File: src/inc/spc_consts.svh
/*
 * Constants of the serial programming checker: address windows, record
 * fields, message bytes and limits.
 * Assumes a 16-bit flash address space with the flash at the top.
 */
`ifndef SPC_CONSTS_SVH
`define SPC_CONSTS_SVH
`define SPC_FLASH_LO   16'hC000
`define SPC_FLASH_HI   16'hFFFF
`define SPC_PW_HI      16'hFF9F
`define SPC_PW_LIM     16'hFFA0
`define SPC_BLANK_LO   16'hFFE0
`define SPC_BLANK_SUM  16'h1FE0
`define SPC_EXT_LIM    16'h1000
`define SPC_START      8'h3A
`define SPC_RT_DATA    8'h00
`define SPC_RT_END     8'h01
`define SPC_RT_EXT     8'h02
`define SPC_EXT_LEN    8'h02
`define SPC_END_LEN    8'h00
`define SPC_PW_MIN     8'h08
`define SPC_RUN_MAX    2'h3
`define SPC_ADDR_LAST  4'h3
`define SPC_HDR_LAST   4'h3
`define SPC_ID_CNT     8'h0A
`define SPC_ADDR_LEN   8'h02
`define SPC_ROM_BLK    8'h01
`define SPC_STAT_CNT   8'h04
`define SPC_PROT_OK    8'hFB
`define SPC_LEN_SUM    8'h02
`define SPC_LEN_ID     8'h0D
`define SPC_LEN_STAT   8'h07
`define SPC_LEN_PROT   8'h01
`define SPC_CKS_FIRST  8'h02
`endif

File: src/inc/spc_pkg.sv
/*
 * Types of the serial programming checker: modes, states, jobs, message
 * kinds, the write carrier and the state records.
 * Assumes nothing beyond a SystemVerilog compiler.
 */
package spc_pkg;
   typedef enum logic [2:0] {
      MD_WRITE = 3'h0, MD_RAM = 3'h1, MD_SUM = 3'h2, MD_ERASE = 3'h3,
      MD_ID = 3'h4, MD_STAT = 3'h5, MD_PROT = 3'h6
   } spc_mode_t;
   typedef enum logic [3:0] {
      S_IDLE = 4'h0, S_ADDR = 4'h1, S_SUM = 4'h2, S_PW = 4'h3, S_PWW = 4'h4,
      S_PWC = 4'h5, S_RWAIT = 4'h6, S_RHDR = 4'h7, S_RDAT = 4'h8,
      S_RCKS = 4'h9, S_TX = 4'hA, S_HALT = 4'hB
   } spc_state_t;
   typedef enum logic [1:0] {J_BLANK = 2'h0, J_CNT = 2'h1, J_FINAL = 2'h2} spc_job_t;
   typedef enum logic [1:0] {TK_SUM = 2'h0, TK_ID = 2'h1, TK_STAT = 2'h2, TK_PROT = 2'h3} spc_tk_t;
   typedef struct packed {
      logic        valid;
      logic        ram;
      logic [15:0] addr;
      logic [7:0]  data;
   } spc_wr_t;
   typedef struct packed {
      spc_state_t  st;
      spc_mode_t   mode;
      spc_job_t    job;
      spc_tk_t     tk;
      logic [15:0] password_count_addr;
      logic [15:0] password_compare_start;
      logic [15:0] ptr;
      logic [15:0] end_a;
      logic        rd;
      logic        pend;
      logic        ram;
      logic [3:0]  cnt;
      logic [7:0]  len;
      logic [15:0] raddr;
      logic [7:0]  rtype;
      logic [7:0]  rcks;
      logic [7:0]  idx;
      logic [7:0]  pwlen;
      logic [7:0]  prev;
      logic [1:0]  run;
      logic [7:0]  pwbyte;
      logic        ext_ge;
      logic [15:0] ext;
      logic [15:0] first;
      logic [15:0] last;
      logic        got;
      logic        blank;
      logic        txv;
      logic [7:0]  txd;
      spc_wr_t     wr;
   } spc_st_t;
   typedef struct packed {
      logic [15:0] sum;
   } spc_acc_t;
endpackage

File: src/rtl/spc_sum_acc.sv
/*
 * Byte-sum accumulator returning a 16-bit word.
 * Assumes clear and add are never raised together by the caller.
 */
`timescale 1ns/100ps
module spc_sum_acc
   import spc_pkg::*;
(
   input  wire logic        i_clk,
   input  wire logic        i_rst_n,
   input  wire logic        i_clr,
   input  wire logic        i_add,
   input  wire logic [7:0]  i_byte,
   output logic      [15:0] o_sum
);
   spc_acc_t q, d;

   always_comb begin
      d = q;
      if (i_clr) begin
         d.sum = 16'h0000;
      end else if (i_add) begin
         // carry out of the top byte is simply lost
         d.sum = q.sum + {8'h00, i_byte};
      end
   end

   always_ff @(posedge i_clk or negedge i_rst_n) begin
      if (!i_rst_n) begin
         q <= '0;
      end else begin
         q <= d;
      end
   end

   assign o_sum = q.sum;
endmodule // spc_sum_acc

File: src/rtl/spc_prog_check.sv
/*
 * Serial programming checker: checksums, hex record parsing, password
 * checks, identification and status messages, halt on any error.
 * Assumes a framed byte receiver, a byte transmitter with ready, and a
 * memory read port answering one cycle after the read strobe.
 */
// How it works
// - checksum adds bytes, returns 16-bit word
// - write and sum modes cover whole flash
// - RAM loader sums first to last RAM address
// - message checksums cover payload bytes only
// - erase sums erased sectors or whole flash
// - after record, ignore all until start mark
// - receive or format error halts silently
// - unknown record type or bad checksum fails
// - extended record length must be two
// - data after high extended address fails
// - end record length must be zero
// - password lies in window below boundary
// - all-ones top region means blank, skip compare
// - count address, count, start address checked
// - three identical consecutive password bytes fail
// - password constraint violation halts silently
// - blank device expects records right after addresses
// - password mismatch halts until device reset
// - identification message is thirteen fixed bytes
// - last identification byte negates payload sum
`timescale 1ns/100ps
`include "spc_consts.svh"
module spc_prog_check
   import spc_pkg::*;
#(
   parameter logic [7:0] P_ID_RSVD = 8'h5A // arbitrary identity byte
)(
   input  wire logic        i_clk,
   input  wire logic        i_rst_n,
   input  wire logic        i_cmd_valid,
   input  wire spc_mode_t   i_cmd_mode,
   output logic             o_cmd_ready,
   input  wire logic        i_rx_valid,
   input  wire logic [7:0]  i_rx_data,
   input  wire logic        i_rx_err,
   input  wire logic [15:0] i_erase_start,
   input  wire logic [15:0] i_erase_end,
   input  wire logic        i_rd_prot,
   output logic             o_mem_rd,
   output logic      [15:0] o_mem_addr,
   output logic             o_mem_ram,
   input  wire logic [7:0]  i_mem_data,
   output spc_wr_t          o_wr,
   output logic             o_tx_valid,
   output logic      [7:0]  o_tx_data,
   input  wire logic        i_tx_ready,
   output logic             o_blank,
   output logic             o_halt,
   output logic             o_busy
);
   spc_st_t     q, d;
   logic        acc_clr;
   logic        acc_add;
   logic [7:0]  acc_byte;
   logic [15:0] acc_sum;
   logic [15:0] er_lo;
   logic [15:0] er_hi;
   logic [7:0]  tx_len;

   spc_sum_acc u_acc (
      .i_clk   (i_clk),
      .i_rst_n (i_rst_n),
      .i_clr   (acc_clr),
      .i_add   (acc_add),
      .i_byte  (acc_byte),
      .o_sum   (acc_sum)
   );

   function automatic spc_st_t go_sum(spc_st_t s, logic [15:0] lo, logic [15:0] hi, logic ram,
                                      spc_job_t j);
      spc_st_t r;
      r       = s;
      r.st    = S_SUM;
      r.ptr   = lo;
      r.end_a = hi;
      r.ram   = ram;
      r.job   = j;
      r.rd    = 1'b1;
      r.pend  = 1'b0;
      return r;
   endfunction

   function automatic logic [7:0] msg(spc_tk_t k, logic [7:0] i, logic [15:0] s, logic bl, logic rp);
      logic [7:0] m;
      m = 8'h00;
      case (k)
         TK_SUM:  m = (i == 8'h00) ? s[15:8] : s[7:0];
         TK_PROT: m = `SPC_PROT_OK;
         TK_STAT: begin
            case (i)
               8'h00:   m = `SPC_START;
               8'h01:   m = `SPC_STAT_CNT;
               8'h02:   m = {6'h00, rp, ~bl};
               8'h06:   m = 8'h00 - s[7:0];
               default: m = 8'h00;
            endcase
         end
         default: begin
            case (i)
               8'h00:   m = `SPC_START;
               8'h01:   m = `SPC_ID_CNT;
               8'h02:   m = `SPC_ADDR_LEN;
               8'h03:   m = P_ID_RSVD;
               8'h07:   m = `SPC_ROM_BLK;
               8'h08:   m = 8'(`SPC_FLASH_LO >> 8);
               8'h09:   m = 8'(`SPC_FLASH_LO & 16'h00FF);
               8'h0A:   m = 8'(`SPC_FLASH_HI >> 8);
               8'h0B:   m = 8'(`SPC_FLASH_HI & 16'h00FF);
               8'h0C:   m = 8'h00 - s[7:0];
               default: m = 8'h00;
            endcase
         end
      endcase
      return m;
   endfunction

   // chip erase when start lies above end
   assign er_lo  = (i_erase_start <= i_erase_end) ? i_erase_start : `SPC_FLASH_LO;
   assign er_hi  = (i_erase_start <= i_erase_end) ? i_erase_end : `SPC_FLASH_HI;
   assign tx_len = (q.tk == TK_SUM) ? `SPC_LEN_SUM : (q.tk == TK_ID) ? `SPC_LEN_ID :
                   (q.tk == TK_STAT) ? `SPC_LEN_STAT : `SPC_LEN_PROT;

   always_comb begin
      logic [1:0] nrun;
      logic       bad;
      nrun     = 2'h1;
      bad      = 1'b0;
      d        = q;
      acc_clr  = 1'b0;
      acc_add  = 1'b0;
      acc_byte = i_mem_data;
      d.wr.valid = 1'b0;
      if (q.st != S_IDLE && q.st != S_HALT && i_rx_err) begin
         d.st  = S_HALT;
         // a byte left standing on tx would still be taken by the sink
         d.txv = 1'b0;
         d.rd  = 1'b0;
      end else begin
         case (q.st)
            S_IDLE: begin
               if (i_cmd_valid) begin
                  d.mode   = i_cmd_mode;
                  d.cnt    = 4'h0;
                  d.got    = 1'b0;
                  d.ext_ge = 1'b0;
                  d.idx    = 8'h00;
                  acc_clr  = 1'b1;
                  case (i_cmd_mode)
                     MD_SUM:  d = go_sum(d, `SPC_FLASH_LO, `SPC_FLASH_HI, 1'b0, J_FINAL);
                     MD_STAT: d = go_sum(d, `SPC_BLANK_LO, `SPC_FLASH_HI, 1'b0, J_BLANK);
                     MD_ID: begin
                        d.tk = TK_ID;
                        d.st = S_TX;
                     end
                     default: d.st = S_ADDR;
                  endcase
               end
            end
            S_ADDR: begin
               if (i_rx_valid) begin
                  d.password_count_addr = {q.password_count_addr[7:0], q.password_compare_start[15:8]};
                  d.password_compare_start = {q.password_compare_start[7:0], i_rx_data};
                  d.cnt  = q.cnt + 4'h1;
                  if (q.cnt == `SPC_ADDR_LAST) begin
                     if (d.password_count_addr < `SPC_FLASH_LO || d.password_count_addr > `SPC_PW_HI ||
                         d.password_compare_start < `SPC_FLASH_LO || d.password_compare_start > `SPC_PW_HI) begin
                        d.st = S_HALT;
                     end else begin
                        d = go_sum(d, `SPC_BLANK_LO, `SPC_FLASH_HI, 1'b0, J_BLANK);
                        acc_clr = 1'b1;
                     end
                  end
               end
            end
            S_SUM: begin
               if (q.rd) begin
                  if (q.ptr == q.end_a) begin
                     d.rd = 1'b0;
                  end else begin
                     d.ptr = q.ptr + 16'h0001;
                  end
               end
               d.pend  = q.rd;
               acc_add = q.pend;
               if (!q.rd && !q.pend) begin
                  case (q.job)
                     J_BLANK: begin
                        // all-ones is the only way 32 bytes reach this sum
                        d.blank = (acc_sum == `SPC_BLANK_SUM);
                        if (q.mode == MD_STAT) begin
                           d.tk    = TK_STAT;
                           d.st    = S_TX;
                           d.idx   = 8'h00;
                           acc_clr = 1'b1;
                        end else if (d.blank) begin
                           acc_clr = 1'b1;
                           case (q.mode)
                              MD_ERASE: d = go_sum(d, er_lo, er_hi, 1'b0, J_FINAL);
                              MD_PROT:  d.st = S_HALT;
                              default:  d.st = S_RWAIT;
                           endcase
                        end else begin
                           d = go_sum(d, q.password_count_addr, q.password_count_addr, 1'b0, J_CNT);
                           acc_clr = 1'b1;
                        end
                     end
                     J_CNT: begin
                        d.pwlen = acc_sum[7:0];
                        if (acc_sum[7:0] < `SPC_PW_MIN ||
                            q.password_compare_start > `SPC_PW_LIM - {8'h00, acc_sum[7:0]}) begin
                           d.st = S_HALT;
                        end else begin
                           d.st  = S_PW;
                           d.idx = 8'h00;
                        end
                     end
                     default: begin
                        d.tk  = TK_SUM;
                        d.st  = S_TX;
                        d.idx = 8'h00;
                     end
                  endcase
               end
            end
            S_PW: begin
               if (i_rx_valid) begin
                  if (q.idx != 8'h00 && i_rx_data == q.prev) begin
                     nrun = q.run + 2'h1;
                  end
                  d.run    = nrun;
                  d.prev   = i_rx_data;
                  d.pwbyte = i_rx_data;
                  if (nrun == `SPC_RUN_MAX) begin
                     d.st = S_HALT;
                  end else begin
                     d.ptr = q.password_compare_start + {8'h00, q.idx};
                     d.ram = 1'b0;
                     d.rd  = 1'b1;
                     d.st  = S_PWW;
                  end
               end
            end
            S_PWW: begin
               d.rd = 1'b0;
               d.st = S_PWC;
            end
            S_PWC: begin
               if (i_mem_data != q.pwbyte) begin
                  d.st = S_HALT;
               end else begin
                  d.idx = q.idx + 8'h01;
                  d.st  = S_PW;
                  if (d.idx == q.pwlen) begin
                     acc_clr = 1'b1;
                     case (q.mode)
                        MD_ERASE: d = go_sum(d, er_lo, er_hi, 1'b0, J_FINAL);
                        MD_PROT: begin
                           d.tk  = TK_PROT;
                           d.st  = S_TX;
                           d.idx = 8'h00;
                        end
                        default: d.st = S_RWAIT;
                     endcase
                  end
               end
            end
            S_RWAIT: begin
               if (i_rx_valid && i_rx_data == `SPC_START) begin
                  d.st   = S_RHDR;
                  d.cnt  = 4'h0;
                  d.rcks = 8'h00;
               end
            end
            S_RHDR: begin
               if (i_rx_valid) begin
                  d.rcks = q.rcks + i_rx_data;
                  d.cnt  = q.cnt + 4'h1;
                  case (q.cnt)
                     4'h0:    d.len = i_rx_data;
                     4'h1:    d.raddr[15:8] = i_rx_data;
                     4'h2:    d.raddr[7:0] = i_rx_data;
                     default: d.rtype = i_rx_data;
                  endcase
                  if (q.cnt == `SPC_HDR_LAST) begin
                     bad = (i_rx_data > `SPC_RT_EXT) ||
                           (i_rx_data == `SPC_RT_EXT && q.len != `SPC_EXT_LEN) ||
                           (i_rx_data == `SPC_RT_END && q.len != `SPC_END_LEN) ||
                           (i_rx_data == `SPC_RT_DATA && q.ext_ge);
                     d.idx = 8'h00;
                     d.st  = bad ? S_HALT : (q.len == 8'h00) ? S_RCKS : S_RDAT;
                  end
               end
            end
            S_RDAT: begin
               if (i_rx_valid) begin
                  d.rcks = q.rcks + i_rx_data;
                  d.idx  = q.idx + 8'h01;
                  if (q.rtype == `SPC_RT_DATA) begin
                     d.wr.valid = 1'b1;
                     d.wr.ram   = (q.mode == MD_RAM);
                     d.wr.addr  = q.raddr + {8'h00, q.idx};
                     d.wr.data  = i_rx_data;
                     if (q.mode == MD_RAM) begin
                        d.first = q.got ? q.first : d.wr.addr;
                        d.last  = d.wr.addr;
                        d.got   = 1'b1;
                     end
                  end else begin
                     d.ext = {q.ext[7:0], i_rx_data};
                  end
                  if (d.idx == q.len) begin
                     d.st = S_RCKS;
                  end
               end
            end
            S_RCKS: begin
               if (i_rx_valid) begin
                  d.st = S_RWAIT;
                  if (q.rcks + i_rx_data != 8'h00) begin
                     d.st = S_HALT;
                  end else if (q.rtype == `SPC_RT_EXT) begin
                     d.ext_ge = (q.ext >= `SPC_EXT_LIM);
                  end else if (q.rtype == `SPC_RT_END) begin
                     acc_clr = 1'b1;
                     if (q.mode != MD_RAM) begin
                        d = go_sum(d, `SPC_FLASH_LO, `SPC_FLASH_HI, 1'b0, J_FINAL);
                     end else if (q.got) begin
                        d = go_sum(d, q.first, q.last, 1'b1, J_FINAL);
                     end else begin
                        d.tk  = TK_SUM;
                        d.st  = S_TX;
                        d.idx = 8'h00;
                     end
                  end
               end
            end
            S_TX: begin
               acc_byte = q.txd;
               if (!q.txv) begin
                  d.txd = msg(q.tk, q.idx, acc_sum, q.blank, i_rd_prot);
                  d.txv = 1'b1;
               end else if (i_tx_ready) begin
                  d.txv   = 1'b0;
                  d.idx   = q.idx + 8'h01;
                  acc_add = (q.tk != TK_SUM) && (q.idx >= `SPC_CKS_FIRST) &&
                            (q.idx < tx_len - 8'h01);
                  if (d.idx == tx_len) begin
                     d.st = S_IDLE;
                  end
               end
            end
            S_HALT:  d.st = S_HALT;
            default: d.st = S_HALT;
         endcase
      end
   end

   always_ff @(posedge i_clk or negedge i_rst_n) begin
      if (!i_rst_n) begin
         q <= '0;
      end else begin
         q <= d;
      end
   end

   assign o_cmd_ready = (q.st == S_IDLE);
   assign o_mem_rd    = q.rd;
   assign o_mem_addr  = q.ptr;
   assign o_mem_ram   = q.ram;
   assign o_wr        = q.wr;
   assign o_tx_valid  = q.txv;
   assign o_tx_data   = q.txd;
   assign o_blank     = q.blank;
   assign o_halt      = (q.st == S_HALT);
   assign o_busy      = (q.st != S_IDLE) && (q.st != S_HALT);

   AST_HALT_STAYS: assert property (@(posedge i_clk) disable iff (!i_rst_n)
      o_halt |=> o_halt [*8]) else $error("halt left without reset");
   AST_RXERR_HALT: assert property (@(posedge i_clk) disable iff (!i_rst_n)
      o_busy && i_rx_err |=> o_halt && !o_tx_valid) else $error("receive error did not halt");
   AST_BAD_TYPE: assert property (@(posedge i_clk) disable iff (!i_rst_n)
      q.st == S_RHDR && i_rx_valid && !i_rx_err && q.cnt == `SPC_HDR_LAST && i_rx_data > `SPC_RT_EXT
      |=> o_halt) else $error("bad record type accepted");
   AST_EXT_LEN: assert property (@(posedge i_clk) disable iff (!i_rst_n)
      q.st == S_RHDR && i_rx_valid && !i_rx_err && q.cnt == `SPC_HDR_LAST &&
      i_rx_data == `SPC_RT_EXT && q.len != `SPC_EXT_LEN |=> o_halt) else $error("extended length accepted");
   AST_END_LEN: assert property (@(posedge i_clk) disable iff (!i_rst_n)
      q.st == S_RHDR && i_rx_valid && !i_rx_err && q.cnt == `SPC_HDR_LAST &&
      i_rx_data == `SPC_RT_END && q.len != `SPC_END_LEN |=> o_halt) else $error("end length accepted");
   AST_IGNORE: assert property (@(posedge i_clk) disable iff (!i_rst_n)
      q.st == S_RWAIT && !i_rx_err && !(i_rx_valid && i_rx_data == `SPC_START)
      |=> q.st == S_RWAIT && !o_wr.valid) else $error("byte outside record not ignored");
   AST_SUM_ADD: assert property (@(posedge i_clk) disable iff (!i_rst_n)
      q.st == S_SUM && q.pend && !i_rx_err |=> acc_sum == $past(acc_sum) + {8'h00, $past(i_mem_data)})
      else $error("checksum did not add read byte");
   AST_PW_RUN: assert property (@(posedge i_clk) disable iff (!i_rst_n)
      q.st == S_PW && i_rx_valid && !i_rx_err && q.idx != 8'h00 && q.run == 2'h2 && i_rx_data == q.prev
      |=> o_halt) else $error("repeated password bytes accepted");
   AST_PW_MISMATCH: assert property (@(posedge i_clk) disable iff (!i_rst_n)
      q.st == S_PWC && !i_rx_err && i_mem_data != q.pwbyte |=> o_halt) else $error("password mismatch accepted");
endmodule // spc_prog_check

File: config.mk
export PLATFORM = sky130hd
export DESIGN_NAME = spc_prog_check
export DESIGN_NICKNAME = d
export VERILOG_FILES = /design/src/inc/spc_pkg.sv /design/src/rtl/spc_sum_acc.sv /design/src/rtl/spc_prog_check.sv
export VERILOG_INCLUDE_DIRS = /design/src /design/src/inc
export SDC_FILE = /design/constraint.sdc
export NUM_CORES = 1
export LEC_CHECK = 0
export BUFFER_PORTS_ARGS = -buffer_cell sky130_fd_sc_hd__buf_4
export CORE_MARGIN = 4
export CORE_UTILIZATION = 55
export CTS_BUF_LIST = sky130_fd_sc_hd__clkbuf_8
export DETAILED_ROUTE_END_ITERATION = 8
export GPL_TIMING_DRIVEN = 0
export PLACE_DENSITY = 0.71
export SLEW_MARGIN = 15
export SYNTH_ARGS = -nofsm -noshare
export SYNTH_HDL_FRONTEND = slang
export SYNTH_SLANG_ARGS = --single-unit
File: constraint.sdc
create_clock -name i_clk -period 7.6 [get_ports i_clk]
set_clock_uncertainty 0.15 [all_clocks]
set_input_delay 1.14 -clock i_clk [delete_from_list [all_inputs] [get_ports i_clk]]
set_output_delay 1.14 -clock i_clk [all_outputs]
set_load 0.02 [all_outputs]
# After elaboration in Yosys (flattened, before gate mapping)
# Index checks and enable logic that the tools add are counted.
# totals
register_bits	258
latch_bits	0
mem_bits_rw	0
rom_bits	0
in_bits	58
out_inout_bits	57
memories	0
# classes
add_sub_neg	11
n_mul	0
n_div	0
n_lt_le_gt_ge	11
n_eq_ne	122
n_shift	0
muxes	156
bitwise_logic	5
n_reduce_logical	79
# op_table
cell	n
242-bit two-way mux	11
238-bit two-way mux	2
235-bit two-way mux	2
199-bit one-hot mux with 2 select lines	1
49-bit one-hot mux with 6 select lines	1
111-bit two-way mux	2
16-bit two-way mux	13
39-bit one-hot mux with 5 select lines	1
32-bit one-hot mux with 6 select lines	1
8-bit one-hot mux with 8 select lines	3
79-bit two-way mux	2
156-bit two-way mux	1
26-bit one-hot mux with 6 select lines	1
8-bit two-way mux	16
15-bit AND reduction	8
112-bit two-way mux	1
18-bit one-hot mux with 6 select lines	1
104-bit two-way mux	1
16-bit one-hot mux with 6 select lines	1
85-bit two-way mux	1
4-bit two-way mux	20
16-bit one-hot mux with 5 select lines	1
26-bit two-way mux	3
3-bit != test, second input constant	26
other kinds (91)	264

# Depth between registers and ports, before layout
# Gate-level depths: netlist of run 1.
# logic_depth
word_depth	13
ltp_mapped	18
ltp_nobuf	16

# By module
# A second synthesis of run 1 with hierarchy kept.
# hier_totals
hier_cells	1990
hier_area_um2	17191.5
# by_module_without_submodules
module	n_inst	cells_per_inst	area_each_um2	seq_area_each_um2
spc_prog_check	1	1868	16077.9	5655.4
spc_sum_acc	1	122	1113.6	400.4

# Worst setup path before layout of run 1
# OpenSTA, ideal clock, no wires.
# synth_path
kind	in2reg
from	in i_rx_data[1]
to	reg q[177] (netlist bit)
setup_time_ns	0.125
t_arrival_ns	4.225
t_required_ns	7.325
setup_slack_ns	3.100
path_stages	13
path_cell_list	clkbuf_1 -> inv_1 -> fa_1 -> nor2b_1 -> o21ai_0 -> a311oi_1 -> o21ai_1 -> nor4_1 -> nor2_1 -> or3_1 -> buf_6 -> buf_12 -> mux2_4
# synth_between
elab_chain_cells	5
elab_cells_between_ends	9
cone_classes	1 x add/sub; 2 x order compare; 2 x eq/ne; 4 x reduce/logical
# synth_lines
element	line_no	text
start: declaration	spc_prog_check.sv:41	input wire logic [7:0] i_rx_data,
16-bit less-than comparator (no source line)	--	
1-bit logical OR (no source line) (2 in a row)	--	
2-bit != test (no source line)	--	
19-bit AND reduction (no source line) (*)	--	
end signal: assignment	spc_prog_check.sv:367	q <= '0;
end signal: assignment	spc_prog_check.sv:369	q <= d;
end: declaration	spc_prog_check.sv:58	spc_st_t q, d;
# Every way passes the cells marked *; elsewhere a longest branch is shown, timed or not.
# A chain may end at the register's enable or synchronous reset.

# Worst setup path after layout of run 1
# layout_path
from	in i_rx_data[1]
to	reg u_acc.q (netlist bit u_acc.o_sum[11])
# layout_between
elab_chain_cells	9
elab_cells_between_ends	15
cone_classes	1 x add/sub; 2 x order compare; 8 x mux; 4 x reduce/logical
# layout_lines
element	line_no	text
16-bit less-than comparator (no source line)	--	
1-bit logical OR (no source line) (2 in a row)	--	
1-bit two-way mux	spc_prog_check.sv:172	if (d.password_count_addr < `SPC_FLASH_LO || d.password_count_addr > `SPC_PW_HI ||
1-bit two-way mux	spc_prog_check.sv:171	if (q.cnt == `SPC_ADDR_LAST) begin
1-bit two-way mux	spc_prog_check.sv:167	if (i_rx_valid) begin
1-bit one-hot mux with 5 select lines (*)	spc_prog_check.sv:146	case (q.st)
1-bit two-way mux (*)	spc_prog_check.sv:140	if (q.st != S_IDLE && q.st != S_HALT && i_rx_err) begin
16-bit two-way mux / 2-bit nonzero test (equally long branches)	--	
end signal: assignment	spc_sum_acc.sv:30	q <= '0;
end signal: assignment	spc_sum_acc.sv:32	q <= d;
end: declaration	spc_sum_acc.sv:16	spc_acc_t q, d;
# Marked as above.

==> results of run 1 <==
==> sequential cells by signal, indices dropped and copies added, names as in the netlist <==
| register | flops |
|---|---|
| o_mem_ram | 1 |
| o_blank | 1 |
| o_mem_rd | 1 |
| o_tx_valid | 1 |
| u_acc.o_sum | 16 |
| o_wr | 26 |
| o_tx_data | 8 |
| q | 172 |
| o_mem_addr | 16 |
==> metal layers <==
| metal | wire length, um | vias up | track usage |
|---|---|---|---|
| li1 | - | 7306 | - |
| met1 | 25300 | 7765 | 0.478 |
| met2 | 26800 | 780 | 0.557 |
| met3 | 4650 | 224 | 0.0493 |
| met4 | 3680 | 0 | 0.175 |
| met5 | 0 | - | 0 |
==> tightest hold or removal path: stages (launching register included) <==
cell and delay, ns:
dfrtp_1 0.34, nand2_1 0.05, nand2_1 0.06
==> per-stage QoR <==
step | setup WS (ns) | utilization | total power [uW] | area, um2
floorplan | 3.10 | - | 4440 | 17000
global placement | 1.82 | 0.600 | 5540 | 18300
detailed placement | 1.67 | 0.602 | 5610 | 18400
CTS | 2.25 | 0.633 | 6950 | 19300
global route | 1.87 | 0.633 | 7440 | 19300
finish | 2.14 | 0.633 | 7010 | 19300
==> logic make-up (layout without fill, tap and decap cells) <==
| kind of cell | after synthesis | in the layout | synth area share |
|---|---|---|---|
| AOI/OAI and AO/OA | 496 | 496 | 0.189 |
| and+or+nand+nor | 688 | 688 | 0.192 |
| adders and majority gates | 80 | 80 | 0.0608 |
| DFF | 242 | 242 | 0.357 |
| muxes | 113 | 113 | 0.0754 |
| buffers and inverters | 222 | 415 | 0.0630 |
| xor gates and xnor gates | 116 | 116 | 0.0623 |
==> synth_stat cells (19+ instances only) <==
master     instances  area [um2]
o21ai_0          181         906
o31ai_1           20         150
clkbuf_1          93         349
a21oi_1           86         430
nand2_1          288        1080
mux2_2            98        1100
nand4_1           31         194
xor2_1            35         307
nor3_1            49         245
o2111ai_1         19         166
nor2_1           138         518
and3_1            22         138
buf_4             52         390
ha_1              76         951
inv_1             68         255
dfrtp_1          242        6060
xnor2_1           78         683
nor2b_1           22         138
nand3_1           39         195
==> power by group through the flow <==
stage	Combinational, uW	Clock [uW]	Sequential, uW
final	3600	1320	2100
after global routing	3900	1400	2130
after CTS	3530	1330	2080
after detailed placement	3510	0	2100
after global placement	3460	0	2080
after floorplan	2500	0	1940
==> worst max-delay path by stage <==
stage,slack [ns],endpoint,start
finish,2.14,u_acc.o_sum[11],i_rx_data[1]
global route,1.87,u_acc.o_sum[12],q[238]
CTS,2.25,u_acc.o_sum[11],i_rx_data[1]
detailed placement,1.67,u_acc.o_sum[11],i_rx_data[1]
global placement,1.82,u_acc.o_sum[4],i_rx_data[1]
floorplan,3.10,q[177],i_rx_data[1]
==> final cells by class <==
class                      instances  area (um2)  share of cell area
multi-input combinational       1493        9850               0.510
sequential                       242        6060               0.314
timing repair buffer             115         911              0.0472
buffer                           153         811              0.0420
clock buffer                      54         743              0.0385
tap                              396         495              0.0257
inverter                          69         259              0.0134
clock inverter                    24         191             0.00991
==> impl_metrics.toml, run 1 <==
[pwr]
p_int_uw = 3860
power_frac_seq = 0.299
power.share.clock = 0.188
p_leak_uw = 0.00847
p_per_area_nw_per_um2 = 363
peakVddDrop_v = 0.000215
power_frac_comb = 0.513
swShare = 0.450
p_switching_uw = 3160

[sta]
final.setup.tns_ns = 0
rsz0062_at_grt = "false"
hold_viol_final = 0
fin_crit_ns = 5.46
slew-limit-headroom = 0.253
timing.fmax_mhz = 183
final-setup-viol-count = 0
min_period_over_period = 0.719
fin_hold_ws_ns = 0.329
slew_viol_final = 0
worst_slew_pin_slew_ns = 1.11

[worst_setup_path]
path_cells = "buf_4, clkbuf_1, inv_1, fa_1, nor2b_1, o21ai_0, a311oi_1, o21ai_1, nor4b_1, o21ai_0, a41oi_1, clkbuf_1, nor2_1"
critPathTopFamily = "compound AO/OA/AOI/OAI gates"
endpoint_kind = "flop"
slowest_delay_ns = 0.92
cp.depth = 13
arrival_ns = 5.73
critical_path_class = "in2reg"
reg2reg_from = "q[238]"
worstSetupStartpointType = "input pin"
crit_required_ns = 7.87
reg2reg_depth = 18
cp_num_buf_inv = 4
crit_slowest_cell = "a41oi_1"
r2r_slack_ns = 2.35
worstReg2RegEnd = "u_acc.o_sum[10]"
cp_max_fo = 10

[clock_tree]
post-cts-setup-buffers = 0
htree_levels = 2
root_buffer = "clkbuf_8"
ctsResizeCount = 0
numCtsBuffers = 44
cts_tree = "built"
clock_sinks = 242
holdBufCountCts = 0
clk_latency_ns = 0.58
clock_path_buffers = 3
cts.clk_slew.worst_paths_ns = 0.06

[synthesis]
ys.flop_type = "dfrtp_1"
async_flop_share = 1.00
synth_edf_count = 0
synth_cells = 1957
synth_fp_nets = 2095
avgSynthCellArea_um2 = 8.67
ys_ff_latch = 242
seq_area_frac_synth = 0.357
yosysWarnings = 0
syn_area_um2 = 17000
yosysUniqueCellTypes = 87

[final_layout]
layout.nets = 2256
final_cell_mix = "nand2_1, dfrtp_1, o21ai_0"
final_common_cell = "nand2_1"
diodes = 0
stdcell_count = 2546
drive_gt1_frac = 0.169
area_delta_synth_final_pct = 13.8
fillers = 2659

[grt]
grt_pass1_vias = 15769
grt_antenna_before_repair = 0
gr-total-overflow = 0
grt_pass1_wl_mm = 92.2
track_usage = 0.352
grt_max_degree = 101

[outcome]
outcome = "finished, final reports clean"

[detailed_routing]
avgViaCountPerCell = 6.31
drcViolationCount = 0
wl_per_cell_um = 23.7
drtIter0Drc = 1650
wl_mm = 60.4
route.vias.total = 16075
ant_nets = 0
first_pass_iters = 6

[min_path]
worstHoldPathType = "reg2reg"
hold-path-endpoint = "o_wr[2]"
min_from = "o_wr[2]"
hold_depth = 2

[placement]
dp_hpwl_mm = 46.4
gp_congestion = 1.03
portBuffers = 113
dp.cells = 2468

[floorplan]
start_util = 0.556
die_w_um = 184
coreArea_um2 = 30500
io-pin-count = 115
row_count = 64
dieArea_um2 = 33700
die_h_um = 184

[run]
drv_cap = 0
No activity file was read; power rests on OpenSTA's default activity.
==> inputs of run 2 (changes only) <==
--- a/config.mk
+++ b/config.mk
@@ -12,7 +12,7 @@
 export CTS_BUF_LIST = sky130_fd_sc_hd__clkbuf_8
 export DETAILED_ROUTE_END_ITERATION = 8
 export GPL_TIMING_DRIVEN = 0
-export PLACE_DENSITY = 0.71
+export PLACE_DENSITY = 0.73
 export SLEW_MARGIN = 15
 export SYNTH_ARGS = -nofsm -noshare
 export SYNTH_HDL_FRONTEND = slang
==> constraint.sdc (replaced) <==
create_clock -name i_clk -period 4.5 [get_ports i_clk]
set_clock_uncertainty 0.15 [all_clocks]
set_input_delay 0.675 -clock i_clk [delete_from_list [all_inputs] [get_ports i_clk]]
set_output_delay 0.675 -clock i_clk [all_outputs]
set_load 0.02 [all_outputs]
==> run 2 against run 1 <==
Compared with the run above:
- register-to-register slack got worse by 2.2 ns
- combinational power increased by 71%
- total power increased by 72%
- global-route usage increased by 0.75 points
- clock power increased by 80%
- wire length increased by 1.7%
- first-iteration DRC count decreased by 6.9%
- via count increased by 0.74%
- final area increased by 0.72%
- die area unchanged
- final cell count increased by 0.20%
- largest cell class unchanged
==> impl_metrics.toml, run 2 (synthesis gave the netlist of run 1 again) <==
[outcome]
outcome = "finished, final reports clean"

[detailed_routing]
drtIter0Drc = 1536
wl_mm = 61.4
first_pass_iters = 8
drcViolationCount = 0
route.vias.total = 16194
wl_per_cell_um = 24.1
ant_nets = 0
avgViaCountPerCell = 6.35

[sta]
min_period_over_period = 0.969
fin_crit_ns = 4.36
worst_slew_pin_slew_ns = 1.08
timing.fmax_mhz = 229
hold_viol_final = 0
slew-limit-headroom = 0.272
fin_hold_ws_ns = 0.188
slew_viol_final = 0
setup_ws_ns = 0.139
final-setup-viol-count = 0

[final_layout]
regMostFlops = "q"
final_core_util = 0.638
layout.nets = 2258
stdcell_count = 2551
drive_gt1_frac = 0.176
fillers = 2624
diodes = 0
largest_reg_flops = 172
area_delta_synth_final_pct = 14.7
final_cell_mix = "nand2_1, dfrtp_1, o21ai_0"
final_common_cell = "nand2_1"

[clock_tree]
root_buffer = "clkbuf_8"
clk_latency_ns = 0.62
numCtsBuffers = 45
cts_tree = "built"
clock_sinks = 242
htree_levels = 2
cts.clk_slew.worst_paths_ns = 0.06
clock_path_buffers = 3

[min_path]
hold_depth = 2
worstHoldPathType = "in2reg"

[run]
drv_cap = 0

[floorplan]
die_h_um = 184
row_count = 64
io-pin-count = 115
die_w_um = 184
dieArea_um2 = 33700
start_util = 0.556
coreArea_um2 = 30500

[worst_setup_path]
cp_max_fo = 12
arrival_ns = 4.75
critical_path_class = "reg2reg"
cp.depth = 11
reg2reg_depth = 11
crit_slowest_cell = "dfrtp_1"
critPathTopFamily = "compound AO/OA/AOI/OAI gates"
cp_num_buf_inv = 2
crit_required_ns = 4.89
worstSetupStartpointType = "flop"
endpoint_kind = "flop"
slowest_delay_ns = 0.76
path_cells = "ha_1, nand3_4, or3_4, a311oi_2, and3_1, clkbuf_1, o211a_1, clkbuf_1, a221oi_1, and3_1, o2bb2ai_1"

[grt]
grt_antenna_before_repair = 0
grt_max_degree = 107
grt_pass1_wl_mm = 93.3
gr-total-overflow = 0
grt_pass1_vias = 15598
track_usage = 0.360

[pwr]
p_leak_uw = 0.00853
p_per_area_nw_per_um2 = 621
peakVddDrop_v = 0.000436

[placement]
portBuffers = 113
gp_congestion = 1.03
dp_hpwl_mm = 46.9
dp.cells = 2468
post-place-ws_ns = -0.842
==> run 2: through the flow <==
| step | TNS (ns) | instance area [um2] | total power (uW) |
|---|---|---|---|
| 2_1_floorplan | 0 | 17000 | 7500 |
| 3_3_place_gp | -35.84 | 18300 | 9400 |
| 3_5_place_dp | -35.51 | 18400 | 9530 |
| 4_1_cts | -0.0108 | 19400 | 12000 |
| 5_1_grt | -0.00647 | 19500 | 12800 |
| 6_report | 0 | 19500 | 12100 |
==> run 2: worst reg2reg max path: stages (launching register included) <==
cell       delay [ns]
dfrtp_1          0.76
ha_1             0.48
nand3_4          0.17
or3_4            0.41
a311oi_2         0.33
and3_1           0.19
clkbuf_1         0.36
o211a_1          0.28
clkbuf_1         0.51
a221oi_1         0.29
and3_1           0.24
o2bb2ai_1        0.12
==> run 2: final cells by class <==
cell class | count | area, um2 | area share
Inverter | 69 | 259 | 0.0133
Tap cell | 396 | 495 | 0.0255
Timing Repair Buffer | 118 | 936 | 0.0481
Buffer | 151 | 805 | 0.0414
Sequential cell | 242 | 6060 | 0.311
Multi-Input combinational cell | 1493 | 9900 | 0.509
Clock inverter | 26 | 235 | 0.0121
Clock buffer | 56 | 771 | 0.0396
==> run 2: layer usage <==
metal,wire [um],vias to the layer above,track usage
met5,0,-,0
met4,3970,0,0.201
met3,4820,227,0.0609
met2,27000,859,0.551
met1,25700,7802,0.487
li1,-,7306,-
==> run 2: final timing paths <==
kind | start | endpoint | slack, ns
worst min-delay path | i_cmd_mode[2] | q[237] | 0.19
worst max register to register | q[113] | o_mem_addr[10] | 0.14
worst min register to register | o_wr[4] | o_wr[4] | 0.33
max in group asynchronous | i_rst_n | q[73] | 2.82
worst max-delay path | q[113] | o_mem_addr[10] | 0.14
min in group asynchronous | i_rst_n | q[229] | 0.44
==> run 2: what timing repair did <==
action / in CTS / in global routing
hold buffers: 1 / 0
gates cloned: 0 / 0
pin swaps: 2 / 2
endpoints found under the hold margin: 57 / 0
resized for setup: 9 / 8
setup endpoints to repair: 39 / 14
buffers inserted: 1 / 1
==> run 2: where the power goes <==
group / switching, uW / internal, uW / leakage [uW]
clock network: 1010 / 1360 / 0.000569
registers: 746 / 2810 / 0.00314
logic: 3690 / 2460 / 0.00482
total: 5450 / 6630 / 0.00853
==> inputs of run 3 (changes only) <==
--- a/config.mk
+++ b/config.mk
@@ -13,6 +13,7 @@
 export DETAILED_ROUTE_END_ITERATION = 8
 export GPL_TIMING_DRIVEN = 0
 export PLACE_DENSITY = 0.73
+export RECOVER_POWER = 50
 export SLEW_MARGIN = 15
 export SYNTH_ARGS = -nofsm -noshare
 export SYNTH_HDL_FRONTEND = slang
==> run 3 against run 2 <==
Compared with the run above:
- the flow now finishes with violations (max-capacitance violations, max-slew violations)
- die area did not move
- register-to-register slack worse by 0.05 ns
- largest cell class unchanged
- critical path depth down 1
- non-clock buffer count did not move
- worst hold slack got worse by 0.0028 ns
- final cell count unchanged
- wire length hardly changed
- clock-buffer cell count unchanged
- critical path type unchanged
- largest power group unchanged
- sequential cell count unchanged
==> impl_metrics.toml, run 3 (synthesis gave the netlist of run 1 again) <==
[worst_setup_path]
path_cells = "ha_1, nand3_4, or3_4, a311oi_2, and3_1, clkbuf_1, nand3_1, a41oi_2, clkbuf_1, nor2_1"
r2r_slack_ns = 0.09
arrival_ns = 4.73
worstReg2RegEnd = "u_acc.o_sum[9]"
cp_num_buf_inv = 2
critical_path_class = "reg2reg"
crit_top_cell = "clkbuf_1"
reg2reg_depth = 10
crit_required_ns = 4.82
slowest_delay_ns = 0.78
reg2reg_from = "q[113]"
endpoint_kind = "flop"
crit_slowest_cell = "dfrtp_1"
critPathTopFamily = "simple AND/OR/NAND/NOR gates"
cp_max_fo = 12
worstSetupStartpointType = "flop"

[clock_tree]
root_buffer = "clkbuf_8"
clock_sinks = 242
cts_tree = "built"
htree_levels = 2
cts.clk_slew.worst_paths_ns = 0.06
clk_latency_ns = 0.62
numCtsBuffers = 45
clock_path_buffers = 3

[final_layout]
diodes = 0
seqCellArea_um2 = 6060
final_cell_mix = "nand2_1, dfrtp_1, o21ai_0"
layout.nets = 2258
multi_input_comb_area_um2 = 9900
final_core_util = 0.635
final_common_cell = "nand2_1"
regMostFlops = "q"
fillers = 2652
area_delta_synth_final_pct = 14.1
stdcell_count = 2551
largest_reg_flops = 172
drive_gt1_frac = 0.164

[grt]
track_usage = 0.360
gr-total-overflow = 0
grt_pass1_vias = 15598
grt_antenna_before_repair = 0
grt_pass1_wl_mm = 93.3
grt_max_degree = 107

[sta]
worst_slew_pin_slew_ns = 3.18
min_period_over_period = 0.979
fin_crit_ns = 4.41
slew-limit-headroom = -1.12
final-setup-viol-count = 0
slew_viol_final = 58
fin_hold_ws_ns = 0.185
timing.fmax_mhz = 227
hold_viol_final = 0
setup_ws_ns = 0.0923

[placement]
dp_hpwl_mm = 46.9
dp.cells = 2468
gp_congestion = 1.03
portBuffers = 113
post-place-ws_ns = -0.842

[detailed_routing]
first_pass_iters = 6
avgViaCountPerCell = 6.35
drtIter0Drc = 1546
route.vias.total = 16211
drcViolationCount = 0
ant_nets = 0
wl_per_cell_um = 24.1
wl_mm = 61.5

[floorplan]
die_w_um = 184
die_h_um = 184
row_count = 64
dieArea_um2 = 33700
coreArea_um2 = 30500
start_util = 0.556
io-pin-count = 115

[run]
drv_cap = 1

[pwr]
p_per_area_nw_per_um2 = 623
p_total_uw = 12100
p_leak_uw = 0.00842
peakVddDrop_v = 0.000436

[outcome]
outcome = "finished with violations"
violations = "max-capacitance violations, max-slew violations"

[min_path]
worstHoldPathType = "in2reg"
min_from = "i_cmd_mode[2]"
hold_depth = 2
hold-path-endpoint = "q[237]"
==> run 3: worst max path at each step <==
stage / startpoint / endpoint / slack [ns] / cells past startpoint
5_1_grt: q[238] / u_acc.o_sum[10] / -0.01 / 17
2_1_floorplan: q[238] / u_acc.o_sum[10] / 0.17 / 18
6_report: q[113] / u_acc.o_sum[9] / 0.09 / 10
3_3_place_gp: i_rx_data[1] / q[177] / -0.83 / 14
4_1_cts: q[238] / u_acc.o_sum[14] / -0.01 / 18
3_5_place_dp: i_rx_data[1] / u_acc.o_sum[9] / -0.84 / 13
==> run 3: layout make-up <==
cell class / instances / share of cell area
flip-flops and latches: 242 / 0.313
plain buffers: 151 / 0.0416
clock inverters: 26 / 0.0122
multi-input cells: 1493 / 0.511
clock buffers: 56 / 0.0398
repair buffers: 118 / 0.0434
inverters: 69 / 0.0134
well taps: 396 / 0.0256
==> run 3: stage by stage <==
step | cell area (um2) | setup TNS, ns
CTS | 19400 | -0.0108
global route | 19400 | -0.00959
finish | 19400 | 0
global placement | 18300 | -35.84
floorplan | 17000 | 0
detailed placement | 18400 | -35.51
==> run 3: power breakdown <==
group          internal (uW)  switching [uW]  leakage [uW]
Sequential              2810             743       0.00314
Clock                   1360            1010      0.000569
Combinational           2430            3700       0.00471
Total                   6600            5460       0.00842
==> run 3: what timing repair did <==
action,in CTS,in global routing
hold buffers,1,0
resized for setup,9,8
buffers inserted,1,1
gates cloned,0,0
pin swaps,2,2
hold endpoints to repair,57,0
endpoints found under the setup margin,39,14
==> run 3: metal layers <==
metal	routed length [um]	global-route usage
met5	0	0
met4	3970	0.201
met3	4540	0.0609
met2	27000	0.551
met1	26000	0.487
